`src/fsi_pkg.sv`:
```
// Constants and types for the fieldbus status indicator block
package fsi_pkg;

  // ----------------------------------------------------------------
  // Clock and timing
  // ----------------------------------------------------------------
  localparam int unsigned CLK_PERIOD_NS = 10;
  localparam int unsigned CLK_HZ        = 100_000_000;
  localparam int unsigned TICK_NS       = 100_000_000;
  localparam int unsigned TICK_CYCLES   = TICK_NS / CLK_PERIOD_NS;
  localparam int unsigned IDLE_NS       = 5_000_000;
  localparam int unsigned IDLE_CYCLES   = IDLE_NS / CLK_PERIOD_NS;

  // Pattern phases count 100 ms ticks; one pattern period is 2 s
  localparam logic [4:0] PHASE_LAST       = 5'h13;
  localparam logic [4:0] COUNT_DARK_TICKS = 5'h03;
  localparam logic [4:0] FLASH_HALF_TICKS = 5'h05;
  localparam logic [4:0] FLASH_ON2_START  = 5'h0a;
  localparam logic [4:0] FLASH_ON2_END    = 5'h0f;
  localparam logic [4:0] DBL_ON1_END      = 5'h02;
  localparam logic [4:0] DBL_ON2_START    = 5'h04;
  localparam logic [4:0] DBL_ON2_END      = 5'h06;

  // ----------------------------------------------------------------
  // Measurement and addressing
  // ----------------------------------------------------------------
  localparam int unsigned READ_W         = 24;
  localparam int unsigned ZERO_FRAC_BITS = 4;
  localparam logic signed [23:0] ZERO_BAND = 24'sh000004;
  localparam logic [6:0] ADDR_MIN   = 7'h01;
  localparam logic [6:0] ADDR_MAX   = 7'h7e;
  localparam logic [6:0] ADDR_RESET = 7'h01;

  // Cyclic layout the master must configure; slot 0 is unused
  localparam int unsigned SLOT_COUNT = 3;
  localparam int unsigned SLOT_WORDS = 2;

  // ----------------------------------------------------------------
  // Line rates, slowest first
  // ----------------------------------------------------------------
  localparam int unsigned RATE_COUNT = 10;
  localparam int unsigned RATE_BPS [RATE_COUNT] = '{
    9_600, 19_200, 45_450, 93_750, 187_500,
    500_000, 1_500_000, 3_000_000, 6_000_000, 12_000_000};
  localparam logic [7:0]  LOCK_EDGES = 8'h10;
  localparam logic [15:0] INTERVAL_MAX = 16'hffff;

  // ----------------------------------------------------------------
  // Indication states
  // ----------------------------------------------------------------
  typedef enum logic [3:0] {
    MS_OFF   = 4'b0001,
    MS_GREEN = 4'b0010,
    MS_DIAG  = 4'b0100,
    MS_EXCPT = 4'b1000
  } fsi_ms_type;

  typedef enum logic [3:0] {
    NS_OFF    = 4'b0001,
    NS_RUN    = 4'b0010,
    NS_CLEAR  = 4'b0100,
    NS_CFGERR = 4'b1000
  } fsi_ns_type;

endpackage : fsi_pkg

```
`src/fsi_baud_detect.sv`:
```
// Automatic line rate detection from the shortest edge interval
`timescale 1ns/100ps
module fsi_baud_detect
  import fsi_pkg::*;
#(
  parameter int unsigned IDLE_LIMIT = IDLE_CYCLES
)
(
  input  wire logic       clk,
  input  wire logic       reset_n,
  input  wire logic       rx_pin,
  output logic [3:0]      rate_idx,
  output logic            rate_locked
);

  logic [2:0]  rx_sync_reg;
  logic        rx_level_reg;
  logic [31:0] gap_reg;
  logic [15:0] min_reg;
  logic [7:0]  edges_reg;
  logic        rx_edge;

  // Shortest gap between edges is one bit time; pick the fastest rate whose bit time times 3/2 still exceeds the gap
  function automatic logic [3:0] classify(input logic [15:0] gap);
    logic [3:0] idx;
    idx = 4'h0;
    // Thresholds fall as rates rise, so the last rate that still fits is the fastest
    for (int i = 0; i < RATE_COUNT; i++)
    begin
      if (32'(gap) < (CLK_HZ / RATE_BPS[i]) * 3 / 2)
        idx = 4'(i);
    end
    return idx;
  endfunction : classify

  // ----------------------------------------------------------------
  // Pin synchroniser
  // ----------------------------------------------------------------
  always_ff @(posedge clk or negedge reset_n)
  begin
    if (!reset_n)
      rx_sync_reg <= 3'h7;
    else
      rx_sync_reg <= {rx_sync_reg[1:0], rx_pin};
  end

  // A level counts only once two stages agree, so a one-cycle glitch is dropped
  always_ff @(posedge clk or negedge reset_n)
  begin
    if (!reset_n)
      rx_level_reg <= 1'b1;
    else if (rx_sync_reg[1] == rx_sync_reg[2])
      rx_level_reg <= rx_sync_reg[2];
  end

  assign rx_edge = (rx_sync_reg[1] == rx_sync_reg[2]) && (rx_sync_reg[2] != rx_level_reg);

  // ----------------------------------------------------------------
  // Interval measurement; a quiet line restarts the hunt
  // ----------------------------------------------------------------
  always_ff @(posedge clk or negedge reset_n)
  begin
    if (!reset_n)
    begin
      gap_reg   <= 32'h0;
      min_reg   <= INTERVAL_MAX;
      edges_reg <= 8'h0;
    end
    else if (rx_edge)
    begin
      gap_reg <= 32'h1;
      if (gap_reg != 32'h0 && gap_reg < 32'(min_reg))
        min_reg <= gap_reg[15:0];
      if (edges_reg != LOCK_EDGES)
        edges_reg <= edges_reg + 8'h1;
    end
    else if (gap_reg >= IDLE_LIMIT)
    begin
      // The idle stretch itself must not be taken as a bit time
      gap_reg   <= 32'h0;
      min_reg   <= INTERVAL_MAX;
      edges_reg <= 8'h0;
    end
    else if (gap_reg != 32'h0)
      gap_reg <= gap_reg + 32'h1;
  end

  always_ff @(posedge clk or negedge reset_n)
  begin
    if (!reset_n)
    begin
      rate_idx    <= 4'h0;
      rate_locked <= 1'b0;
    end
    else
    begin
      rate_idx    <= classify(min_reg);
      rate_locked <= edges_reg == LOCK_EDGES;
    end
  end

  lock_edges_a: assert property (@(posedge clk) disable iff (!reset_n)
    (edges_reg != LOCK_EDGES) |=> !rate_locked)
    else $error("rate lock without enough edges");

endmodule : fsi_baud_detect

```
`src/fsi_status_led.sv`:
```
// Front-panel LED drive, station address and line rate for the slave
`timescale 1ns/100ps
module fsi_status_led
  import fsi_pkg::*;
#(
  parameter int unsigned TICK_LEN  = TICK_CYCLES,
  parameter int unsigned IDLE_LEN  = IDLE_CYCLES
)
(
  input  wire logic                CORE_CLK,
  input  wire logic                RESET_N,
  input  wire logic                COUNT_MODE,
  input  wire logic                STABLE_IN,
  input  wire logic signed [23:0]  READING,
  input  wire logic                ADC_ERROR,
  input  wire logic                DSP_ERROR,
  input  wire logic [1:0]          ERROR_TYPE,
  input  wire logic                MODULE_INIT_DONE,
  input  wire logic                DIAG_PENDING,
  input  wire logic                EXCEPTION_ERROR,
  input  wire logic                BUS_ONLINE,
  input  wire logic                DATA_EXCHANGE,
  input  wire logic                BUS_CFG_ERROR,
  input  wire logic                ADDR_WRITE,
  input  wire logic [6:0]          ADDR_VALUE,
  input  wire logic                CFG_RESET,
  input  wire logic                BUS_RX,
  output logic                     STABLE_LED,
  output logic                     ZERO_LED,
  output logic                     ERROR_LED,
  output logic                     MODULE_STATE_LED_GREEN,
  output logic                     MODULE_STATE_LED_RED,
  output logic                     NETWORK_OPERATION_LED_GREEN,
  output logic                     NETWORK_OPERATION_LED_RED,
  output logic [6:0]               STATION_ADDR,
  output logic [3:0]               LINE_RATE,
  output logic                     LINE_RATE_LOCKED
);

  logic [31:0]      tick_cnt_reg;
  logic [4:0]       phase_reg;
  logic             flash_on;
  logic             dbl_on;
  logic             count_dark;
  logic             in_zero_band;
  logic             err_active;
  fsi_ms_type       ms_next;
  fsi_ns_type       ns_next;
  logic [3:0]       rate_idx;
  logic             rate_locked;

  // ----------------------------------------------------------------
  // Pattern time base: 100 ms ticks, 20 phases per 2 s
  // ----------------------------------------------------------------
  always_ff @(posedge CORE_CLK or negedge RESET_N)
  begin
    if (!RESET_N)
      tick_cnt_reg <= 32'h0;
    else if (tick_cnt_reg >= TICK_LEN - 1)
      tick_cnt_reg <= 32'h0;
    else
      tick_cnt_reg <= tick_cnt_reg + 32'h1;
  end

  always_ff @(posedge CORE_CLK or negedge RESET_N)
  begin
    if (!RESET_N)
      phase_reg <= 5'h0;
    else if (tick_cnt_reg >= TICK_LEN - 1)
      phase_reg <= (phase_reg == PHASE_LAST) ? 5'h0 : phase_reg + 5'h1;
  end

  // Shared clock keeps all flashing LEDs in step with each other
  assign flash_on   = (phase_reg < FLASH_HALF_TICKS) ||
                      (phase_reg >= FLASH_ON2_START && phase_reg < FLASH_ON2_END);
  // Two 200 ms blinks then a 1.4 s dark pause
  assign dbl_on     = (phase_reg < DBL_ON1_END) ||
                      (phase_reg >= DBL_ON2_START && phase_reg < DBL_ON2_END);
  assign count_dark = phase_reg < COUNT_DARK_TICKS;

  // ----------------------------------------------------------------
  // Measurement LEDs
  // ----------------------------------------------------------------
  // Reading carries four fraction bits per display division
  assign in_zero_band = (READING > -ZERO_BAND) && (READING < ZERO_BAND);
  assign err_active   = ADC_ERROR || DSP_ERROR;

  always_ff @(posedge CORE_CLK or negedge RESET_N)
  begin
    if (!RESET_N)
    begin
      STABLE_LED <= 1'b0;
      ZERO_LED   <= 1'b0;
      ERROR_LED  <= 1'b0;
    end
    else if (err_active)
    begin
      // Error type code takes over the two other LEDs
      STABLE_LED <= ERROR_TYPE[0];
      ZERO_LED   <= ERROR_TYPE[1];
      ERROR_LED  <= 1'b1;
    end
    else if (COUNT_MODE)
    begin
      STABLE_LED <= !count_dark;
      ZERO_LED   <= 1'b0;
      ERROR_LED  <= 1'b0;
    end
    else
    begin
      STABLE_LED <= STABLE_IN;
      ZERO_LED   <= in_zero_band;
      ERROR_LED  <= 1'b0;
    end
  end

  // ----------------------------------------------------------------
  // Module state LED
  // ----------------------------------------------------------------
  always_comb
  begin
    if (EXCEPTION_ERROR)
      ms_next = MS_EXCPT;
    else if (!MODULE_INIT_DONE)
      ms_next = MS_OFF;
    else if (DIAG_PENDING)
      ms_next = MS_DIAG;
    else
      ms_next = MS_GREEN;
  end

  always_ff @(posedge CORE_CLK or negedge RESET_N)
  begin
    if (!RESET_N)
    begin
      MODULE_STATE_LED_GREEN <= 1'b0;
      MODULE_STATE_LED_RED   <= 1'b0;
    end
    else
    begin
      unique case (ms_next)
        MS_OFF:
        begin
          MODULE_STATE_LED_GREEN <= 1'b0;
          MODULE_STATE_LED_RED   <= 1'b0;
        end
        MS_GREEN:
        begin
          MODULE_STATE_LED_GREEN <= 1'b1;
          MODULE_STATE_LED_RED   <= 1'b0;
        end
        MS_DIAG:
        begin
          MODULE_STATE_LED_GREEN <= flash_on;
          MODULE_STATE_LED_RED   <= 1'b0;
        end
        MS_EXCPT:
        begin
          MODULE_STATE_LED_GREEN <= 1'b0;
          MODULE_STATE_LED_RED   <= 1'b1;
        end
      endcase
    end
  end

  // ----------------------------------------------------------------
  // Network operation LED
  // ----------------------------------------------------------------
  always_comb
  begin
    if (BUS_CFG_ERROR)
      ns_next = NS_CFGERR;
    else if (!BUS_ONLINE)
      ns_next = NS_OFF;
    else if (DATA_EXCHANGE)
      ns_next = NS_RUN;
    else
      ns_next = NS_CLEAR;
  end

  always_ff @(posedge CORE_CLK or negedge RESET_N)
  begin
    if (!RESET_N)
    begin
      NETWORK_OPERATION_LED_GREEN <= 1'b0;
      NETWORK_OPERATION_LED_RED   <= 1'b0;
    end
    else
    begin
      unique case (ns_next)
        NS_OFF:
        begin
          NETWORK_OPERATION_LED_GREEN <= 1'b0;
          NETWORK_OPERATION_LED_RED   <= 1'b0;
        end
        NS_RUN:
        begin
          NETWORK_OPERATION_LED_GREEN <= 1'b1;
          NETWORK_OPERATION_LED_RED   <= 1'b0;
        end
        NS_CLEAR:
        begin
          NETWORK_OPERATION_LED_GREEN <= flash_on;
          NETWORK_OPERATION_LED_RED   <= 1'b0;
        end
        NS_CFGERR:
        begin
          NETWORK_OPERATION_LED_GREEN <= 1'b0;
          NETWORK_OPERATION_LED_RED   <= dbl_on;
        end
      endcase
    end
  end

  // ----------------------------------------------------------------
  // Station address
  // ----------------------------------------------------------------
  // Out-of-range writes are dropped so the address stays usable
  always_ff @(posedge CORE_CLK or negedge RESET_N)
  begin
    if (!RESET_N)
      STATION_ADDR <= ADDR_RESET;
    else if (CFG_RESET)
      STATION_ADDR <= ADDR_RESET;
    else if (ADDR_WRITE && ADDR_VALUE >= ADDR_MIN && ADDR_VALUE <= ADDR_MAX)
      STATION_ADDR <= ADDR_VALUE;
  end

  // ----------------------------------------------------------------
  // Line rate
  // ----------------------------------------------------------------
  fsi_baud_detect #(
    .IDLE_LIMIT  (IDLE_LEN)
  ) u_baud (
    .clk         (CORE_CLK),
    .reset_n     (RESET_N),
    .rx_pin      (BUS_RX),
    .rate_idx    (rate_idx),
    .rate_locked (rate_locked)
  );

  always_ff @(posedge CORE_CLK or negedge RESET_N)
  begin
    if (!RESET_N)
    begin
      LINE_RATE        <= 4'h0;
      LINE_RATE_LOCKED <= 1'b0;
    end
    else
    begin
      LINE_RATE        <= rate_idx;
      LINE_RATE_LOCKED <= rate_locked;
    end
  end

  // ----------------------------------------------------------------
  // Checks
  // ----------------------------------------------------------------
  count_dark_a: assert property (@(posedge CORE_CLK) disable iff (!RESET_N)
    (COUNT_MODE && !err_active && phase_reg < 5'h03) |=> !STABLE_LED)
    else $error("stable LED lit in count dark phase");
  count_lit_a: assert property (@(posedge CORE_CLK) disable iff (!RESET_N)
    (COUNT_MODE && !err_active && phase_reg >= 5'h03) |=> STABLE_LED)
    else $error("stable LED dark outside count dark phase");
  zero_band_a: assert property (@(posedge CORE_CLK) disable iff (!RESET_N)
    (!COUNT_MODE && !err_active) |=> (ZERO_LED == ($past(READING) > -24'sd4
                                      && $past(READING) < 24'sd4)))
    else $error("zero LED disagrees with reading band");
  zero_count_a: assert property (@(posedge CORE_CLK) disable iff (!RESET_N)
    (COUNT_MODE && !err_active) |=> !ZERO_LED)
    else $error("zero LED lit in count mode");
  error_code_a: assert property (@(posedge CORE_CLK) disable iff (!RESET_N)
    (ADC_ERROR || DSP_ERROR) |=> (ERROR_LED && {ZERO_LED, STABLE_LED} == $past(ERROR_TYPE)))
    else $error("error LEDs do not show error type");
  ms_state_a: assert property (@(posedge CORE_CLK) disable iff (!RESET_N)
    (EXCEPTION_ERROR || !MODULE_INIT_DONE) |=>
      (MODULE_STATE_LED_RED == $past(EXCEPTION_ERROR) && !MODULE_STATE_LED_GREEN))
    else $error("module LED wrong for exception or init");
  ns_double_a: assert property (@(posedge CORE_CLK) disable iff (!RESET_N)
    (BUS_CFG_ERROR && phase_reg >= 5'h06) |=> (!NETWORK_OPERATION_LED_RED
                                              && !NETWORK_OPERATION_LED_GREEN))
    else $error("network LED lit in double flash pause");
  ns_run_a: assert property (@(posedge CORE_CLK) disable iff (!RESET_N)
    (!BUS_CFG_ERROR && BUS_ONLINE && DATA_EXCHANGE) |=> NETWORK_OPERATION_LED_GREEN)
    else $error("network LED not green in data exchange");
  flash_half_a: assert property (@(posedge CORE_CLK) disable iff (!RESET_N)
    (ms_next == MS_DIAG && phase_reg >= 5'h05 && phase_reg < 5'h0a) |=> !MODULE_STATE_LED_GREEN)
    else $error("module LED lit in flash off half");
  addr_range_a: assert property (@(posedge CORE_CLK) disable iff (!RESET_N)
    (STATION_ADDR >= 7'h01 && STATION_ADDR <= 7'h7e))
    else $error("station address out of range");
  addr_default_a: assert property (@(posedge CORE_CLK) disable iff (!RESET_N)
    CFG_RESET |=> STATION_ADDR == 7'h01)
    else $error("address not back to default");

endmodule : fsi_status_led

```
`config.mk`:
```
export PLATFORM = sky130hd
export DESIGN_NAME = fsi_status_led
export DESIGN_NICKNAME = d
export VERILOG_FILES = /design/src/fsi_pkg.sv /design/src/fsi_baud_detect.sv /design/src/fsi_status_led.sv
export SDC_FILE = /design/constraint.sdc
export NUM_CORES = 1
export LEC_CHECK = 0
export ABC_AREA = 1
export BUFFER_PORTS_ARGS = -buffer_cell sky130_fd_sc_hd__buf_2
export CAP_MARGIN = 40
export CELL_PAD_IN_SITES_DETAIL_PLACEMENT = 1
export CELL_PAD_IN_SITES_GLOBAL_PLACEMENT = 2
export CORE_MARGIN = 4
export CORE_UTILIZATION = 32
export DETAILED_ROUTE_END_ITERATION = 7
export PLACE_DENSITY_LB_ADDON = 0.1
export SYNTH_ARGS = -nofsm -noshare
export SYNTH_HDL_FRONTEND = slang
export SYNTH_SLANG_ARGS = --single-unit
export TNS_END_PERCENT = 30
```
`constraint.sdc`:
```
create_clock -name CORE_CLK -period 1.9 [get_ports CORE_CLK]
set_input_delay 0.285 -clock CORE_CLK [delete_from_list [all_inputs] [get_ports CORE_CLK]]
set_output_delay 0.285 -clock CORE_CLK [all_outputs]
set_load 0.05 [all_outputs]
```
==> results of run 1 <==
## power groups by stage
| stage | Combinational [W] | Sequential [W] | Clock (W) |
|---|---|---|---|
| after global placement | 0.00146 | 0.00309 | 0 |
| final | 0.00154 | 0.00307 | 0.00328 |
| after CTS | 0.00153 | 0.00306 | 0.00338 |
| after global routing | 0.00177 | 0.00311 | 0.00351 |
| after detailed placement | 0.00151 | 0.00311 | 0 |
| after floorplan | 0.000790 | 0.00322 | 0 |
## cell families after synthesis
group | Yosys count
AOI/OAI and AO/OA | 76
xor gates and xnor gates | 15
adders and majority gates | 22
buffers and inverters | 101
DFF | 121
other | 1
and+or+nand+nor | 451
## worst paths after layout
kind	end	slack [ns]	depth (start not counted)
worst max-delay path	u_baud.min_reg[5]	0.04	11
worst min-delay path	NETWORK_OPERATION_LED_GREEN	0.04	2
worst max register to register	u_baud.min_reg[5]	0.04	11
worst min register to register	LINE_RATE[1]	0.34	0
max in group asynchronous	u_baud.gap_reg[15]	0.82	3
min in group asynchronous	LINE_RATE_LOCKED	0.50	3
## cells in the mapped netlist (3+ instances only)
cell type    n  area [um^2]
nor3b_1      6        45.04
nor3_2       3        30.03
xor2_1      12        105.1
o21ai_0     31        155.2
xnor2_1      3        26.28
nand4_1     20        125.1
nand2_1    182        683.2
nor2_2       4        25.02
clkbuf_1     4        15.01
ha_1        22        275.3
inv_1       88        330.3
a31oi_1      3        18.77
a21oi_1     26        130.1
dfstp_2     21        551.8
dfrtp_1    100         2502
nor2_1     114        427.9
nand2_2      6        37.54
o31ai_1      5        37.54
nand2_4      5        56.30
nor3_4       3        48.80
nor4_1      11        68.82
nand3_1     64        320.3
nor3_1      26        130.1
## cell usage in the layout, fill, tap and decap left out, types with 8 or more instances in the layout
cell type / n
nor4_1: 11
o21ai_0: 29
buf_2: 65
inv_1: 86
buf_4: 65
nand2_2: 8
a21oi_1: 24
ha_1: 15
dfstp_2: 21
nand4_1: 20
conb_1: 21
nor2_1: 108
dfrtp_1: 99
xor2_1: 12
clkbuf_16: 17
nand3_1: 58
nor2_2: 9
nor3_1: 23
nand2_1: 178
## final cells by class
type	instances	area (um^2)
Fill cell	2399	11130
Multi-Input combinational cell	585	3154
Clock inverter	12	148.9
Inverter	91	344.1
Tap cell	265	331.6
Sequential cell	121	3055
Timing Repair Buffer	137	914.6
Clock buffer	20	446.7
## through the flow
step	hold WS, ns	setup TNS, ns	power [W]	setup WS, ns	util [%]
3_5_place_dp	0.3371	-0.6082	0.004613	-0.06501	38.69
2_1_floorplan	-0.01059	0	0.004015	0.03588	-
5_1_grt	0.04610	-1.718	0.008385	-0.1091	43.00
4_1_cts	0.02561	-0.0002063	0.007981	-0.0002063	42.11
6_report	0.04256	0	0.007890	0.03571	43.00
3_3_place_gp	0.3330	-0.004851	0.004555	-0.002156	38.65
## layer usage
metal | GRT usage [%] | vias up | share of wire (%)
li1 | - | 2889 | -
met1 | 21.07 | 2789 | 47
met2 | 27.40 | 83 | 48
met3 | 3.312 | 20 | 3.8
met4 | 5.309 | 0 | 1.7
met5 | 0 | - | 0
## what timing repair did
| item | 4_1_cts | 5_1_grt |
|---|---|---|
| endpoints found under the hold margin | 7 | 0 |
| pin swaps | 5 | 11 |
| hold buffers | 3 | 0 |
| resized for setup | 8 | 31 |
| setup endpoints to repair | 17 | 39 |
| buffers inserted | 0 | 6 |
## worst max-delay path: stages, from the launching register on
cell and delay (ns):
dfstp_2 0.52, inv_1 0.05, ha_1 0.32, a21oi_2 0.12, nor2_1 0.05, nor3_2 0.13
nand2_1 0.08, nor2_2 0.13, nand2_4 0.11, buf_12 0.15, nand3_1 0.07, nand2_1 0.05
==> results.sh, run 1 <==
export IMPL_status="finished clean"
export IMPL_fp_coreArea_um2=19530
export IMPL_drt_iter0_drc=124
export IMPL_power_density_nw_per_um2=939.8
export IMPL_clk_latency_ns=0.42
export IMPL_drive_gt1_share_pct=25.88
export IMPL_intPower_w=0.005552
export IMPL_synthFlopType="dfrtp_1"
export IMPL_dp_cells=1190
export IMPL_fp_dieArea_um2=22260
export IMPL_dr_pass1_iters=4
export IMPL_wl_um=17200
export IMPL_netlist_instances=787
export IMPL_worstReg2RegStart="u_baud.min_reg[13]"
export IMPL_clk_pin_slew_ns=0.05
export IMPL_p_seq_share_pct=38.9
export IMPL_muxShareOfSynthArea_pct=0
export IMPL_initial_core_util_pct=32.67
export IMPL_diodes=0
export IMPL_critPathArrivalTime_ns=2.21
export IMPL_syn_avg_cell_area_um2=8.105
export IMPL_cts_buffers=17
export IMPL_fin_skew_ns=0.01161
export IMPL_nets=1023
export IMPL_critPathMaxFanout=10
export IMPL_synth_compound_area_share_pct=6.787
export IMPL_finalCritPeriodShare_pct=98.12
export IMPL_ir_drop_mv=0.6783
export IMPL_clockBufferDepth=2
export IMPL_synth_seq_area_share_pct=47.88
export IMPL_clockRootBuffer="clkbuf_16"
export IMPL_die_h_um=149.2
export IMPL_synth_top_family_by_area="simple AND/OR/NAND/NOR gates"
export IMPL_setup_viol=0
export IMPL_grt_pass1_vias=6244
export IMPL_via_per_inst=4.696
export IMPL_fmax_ghz=0.5364
export IMPL_ys_ff_latch=121
export IMPL_clockPowerShare_pct=41.6
export IMPL_synth_distinct_cells=44
export IMPL_critPathLaunch="u_baud.min_reg[13]"
export IMPL_antenna_found_initial=0
export IMPL_grtUsageTotal_pct=16.30
export IMPL_gr_total_overflow=0
export IMPL_worstSetupPathType="flip-flop to flip-flop"
export IMPL_relSlewSlack_pct=53.89
export IMPL_die_x_um=149.2
export IMPL_dp_hpwl_um=13060
export IMPL_cp_end_kind="flip-flop"
export IMPL_min_path_type="input pin to flip-flop"
export IMPL_syn_area_um2=6379
export IMPL_place_area_um2=7555
export IMPL_gp_congestion=0.7940
export IMPL_yosys_area_share_adder_pct=4.315
export IMPL_drcViolationCount=0
export IMPL_cts_max_level=4
export IMPL_grt_pass1_wl_um=29580
export IMPL_p_switching_w=0.002338
export IMPL_combPwrFrac_pct=19.6
export IMPL_fin_crit_ns=1.864
export IMPL_switching_share_pct=29.63
export IMPL_grt_max_degree=122
export IMPL_min_delay_start="BUS_CFG_ERROR"
export IMPL_via_count=5781
export IMPL_ys_warn_count=0
export IMPL_async_flop_share_pct=100.0
export IMPL_syn_to_final_growth_pct=31.62
export IMPL_final_hold_viol_count=0
export IMPL_cp_required_ns=2.25
export IMPL_fin_cells=1231
export IMPL_num_io_pins=67
export IMPL_cp_start_kind="flip-flop"
export IMPL_synth_edf_count=0
export IMPL_cts_tree="done"
export IMPL_worst_pin_slew_ns=0.6916
export IMPL_rsz0062_at_grt="true"
export IMPL_drv_cap=0
export IMPL_wl_per_cell_um=13.97
export IMPL_portBuffers=66
export IMPL_ant_nets=0
export IMPL_fp_row_count=51
export IMPL_synth_simple_gate_area_share_pct=32.46
export IMPL_slew_viol_final=0
export IMPL_synth_xor_area_share_pct=2.060
export IMPL_clock_sinks=121
export IMPL_design_area_um2=8396
export IMPL_leakagePower_nw=4.034
(Power assumes the default switching activity.)
==> run 2, diff against run 1 <==
--- a/config.mk
+++ b/config.mk
@@ -14,6 +14,7 @@
 export CORE_UTILIZATION = 32
 export DETAILED_ROUTE_END_ITERATION = 7
 export PLACE_DENSITY_LB_ADDON = 0.1
+export SETUP_SLACK_MARGIN = 0.1
 export SYNTH_ARGS = -nofsm -noshare
 export SYNTH_HDL_FRONTEND = slang
 export SYNTH_SLANG_ARGS = --single-unit
==> run 2 against run 1 <==
Effect of this change: register-to-register slack worse by 0.02 ns; critical path depth did not move; global-route usage up 0.82 points; sequential cell count is the same; sequential share of layout area shrank 2.1 points; combinational power increased by 16%; total power is 7.2% higher; first-iteration DRC count is 76% higher; maximum frequency fell by 1.3%; clock power is 9.8% higher; sequential power is essentially flat; critical endpoint is now u_baud.min_reg[8]; highest routed layer unchanged.
==> results.sh, run 2 (synthesized netlist as in run 1, its figures left out) <==
export IMPL_grt_max_degree=43
export IMPL_endpoint="u_baud.min_reg[8]"
export IMPL_worst_pin_slew_ns=0.6711
export IMPL_critPathArrivalTime_ns=2.24
export IMPL_diodes=0
export IMPL_initial_core_util_pct=32.67
export IMPL_leakagePower_nw=4.147
export IMPL_fmax_ghz=0.5294
export IMPL_ant_nets=0
export IMPL_clockBufferDepth=2
export IMPL_dr_wl_met3_um=521
export IMPL_critPathMaxFanout=6
export IMPL_gp_congestion=0.8052
export IMPL_fp_row_count=51
export IMPL_drive_gt1_share_pct=34.29
export IMPL_die_h_um=149.2
export IMPL_drcViolationCount=0
export IMPL_via_per_inst=4.772
export IMPL_topRoutingLayerUsed="met4"
export IMPL_worstReg2RegStart="u_baud.min_reg[15]"
export IMPL_drt_iter0_drc=218
export IMPL_worstPathCellList="inv_1, ha_4, nand2_1, buf_4, buf_4, nor2_2, nand2_4, nand2_8, buf_6, nand3_1, nand2_1"
export IMPL_cp_required_ns=2.26
export IMPL_grtUsageTotal_pct=17.12
export IMPL_drv_cap=0
export IMPL_gr_total_overflow=0
export IMPL_dr_pass1_iters=4
export IMPL_fin_skew_ns=0.007437
export IMPL_antenna_found_initial=0
export IMPL_cts_tree="done"
export IMPL_nets=1037
export IMPL_min_path_type="input pin to flip-flop"
export IMPL_clock_sinks=121
export IMPL_met2_length_um=9350
export IMPL_critPathLaunch="u_baud.min_reg[15]"
export IMPL_worstSetupPathType="flip-flop to flip-flop"
export IMPL_clk_pin_slew_ns=0.06
export IMPL_tns_ns=0
export IMPL_fin_util_pct=45.70
export IMPL_layout_commonest_cell="nand2_1"
export IMPL_r2r_end="u_baud.min_reg[8]"
export IMPL_clk_latency_ns=0.41
export IMPL_grt_pass1_vias=6535
export IMPL_power_w=0.008455
export IMPL_finalCritPeriodShare_pct=99.42
export IMPL_cp_slowest_cell="dfstp_2"
export IMPL_critPathMaxStageDelay_ns=0.54
export IMPL_syn_to_final_growth_pct=39.90
export IMPL_setup_viol=0
export IMPL_final_cell_mix="nand2_1, nor2_1, dfrtp_1"
export IMPL_worst_r2r_path_depth=11
export IMPL_ir_drop_mv=0.6000
export IMPL_fin_crit_ns=1.889
export IMPL_power_density_nw_per_um2=947.5
export IMPL_rsz0062_at_grt="true"
export IMPL_portBuffers=66
export IMPL_wl_um=18530
export IMPL_wl_per_cell_um=14.88
export IMPL_fp_dieArea_um2=22260
export IMPL_num_io_pins=67
export IMPL_cts_max_level=4
export IMPL_relSlewSlack_pct=54.78
export IMPL_ff2ff_setup_slack_ns=0.01
export IMPL_grt_pass1_wl_um=30910
export IMPL_status="finished clean"
export IMPL_clockRootBuffer="clkbuf_16"
export IMPL_final_hold_viol_count=0
export IMPL_dp_hpwl_um=13570
export IMPL_fp_coreArea_um2=19530
export IMPL_die_x_um=149.2
export IMPL_slew_viol_final=0
export IMPL_cts_buffers=17
export IMPL_met1_length_um=8385
export IMPL_via_count=5941
export IMPL_cp_start_kind="flip-flop"
export IMPL_cp_end_kind="flip-flop"
[run 2: changes by cell type in the layout (fill, tap and decap cells not counted), sizes merged]
cell,change
clkinv,-1
inv,+1
buf,+13
clkbuf,-2
nand2,+1
bufinv,+2
[run 2: per-layer routing]
metal | track usage [%] | vias up
met5 | 0 | -
met4 | 4.943 | 0
met3 | 2.856 | 21
met2 | 31.00 | 81
met1 | 20.90 | 2923
li1 | - | 2916
[run 2: worst max-delay path: cells and delay by family (launching register included)]
| family | cells | cell delay [ns] |
|---|---|---|
| flip-flops | 1 | 0.54 |
| AND/OR/NAND/NOR | 6 | 0.56 |
| buffers and inverters | 4 | 0.46 |
| adder cells (fa/ha/maj) | 1 | 0.26 |
[run 2: area by class of cell]
| type | count | area, um^2 |
|---|---|---|
| Fill cell | 2356 | 10600 |
| Multi-Input combinational cell | 586 | 3496 |
| Sequential cell | 121 | 3062 |
| Timing Repair Buffer | 150 | 1031 |
| Clock buffer | 18 | 439.2 |
| Inverter | 91 | 344.1 |
| Tap cell | 265 | 331.6 |
| Clock inverter | 14 | 220.2 |
[run 2: timing repair]
| action | in CTS | in global routing |
|---|---|---|
| endpoints found under the setup margin | 32 | 71 |
| hold buffers | 3 | 0 |
| buffers inserted | 10 | 2 |
| cloned | 1 | 0 |
| endpoints found under the hold margin | 18 | 0 |
| resized for setup | 55 | 66 |
| pin swaps | 38 | 23 |
[run 2: through the flow]
stage          setup WS (ns)  instances  cell area [um^2]  hold WS [ns]
2_1_floorplan        0.07894        807              6470      -0.01059
3_5_place_dp        -0.03385       1197              7624        0.2130
5_1_grt              -0.1003       1245              8924       0.05302
3_3_place_gp        0.002867       1197              7624        0.2096
6_report             0.01110       1245              8924       0.04086
4_1_cts              0.04647       1243              8658       0.02479
[run 2: worst min-delay path by stage]
stage                        startpoint                     endpoint  slack [ns]  cells after the start
final                     BUS_CFG_ERROR  NETWORK_OPERATION_LED_GREEN        0.04                      2
after global routing      BUS_CFG_ERROR  NETWORK_OPERATION_LED_GREEN        0.05                      2
after CTS                 BUS_CFG_ERROR  NETWORK_OPERATION_LED_GREEN        0.02                      2
after detailed placement        RESET_N                    ERROR_LED        0.21                      1
after global placement          RESET_N                    ERROR_LED        0.21                      1
after floorplan                 RESET_N                    ERROR_LED       -0.01                      0
[run 2: power by group]
part | leakage [nW] | internal (W) | switching [W]
Clock | 0.309 | 0.00237 | 0.00123
Sequential | 1.52 | 0.00287 | 0.000202
Combinational | 2.31 | 0.000704 | 0.00107
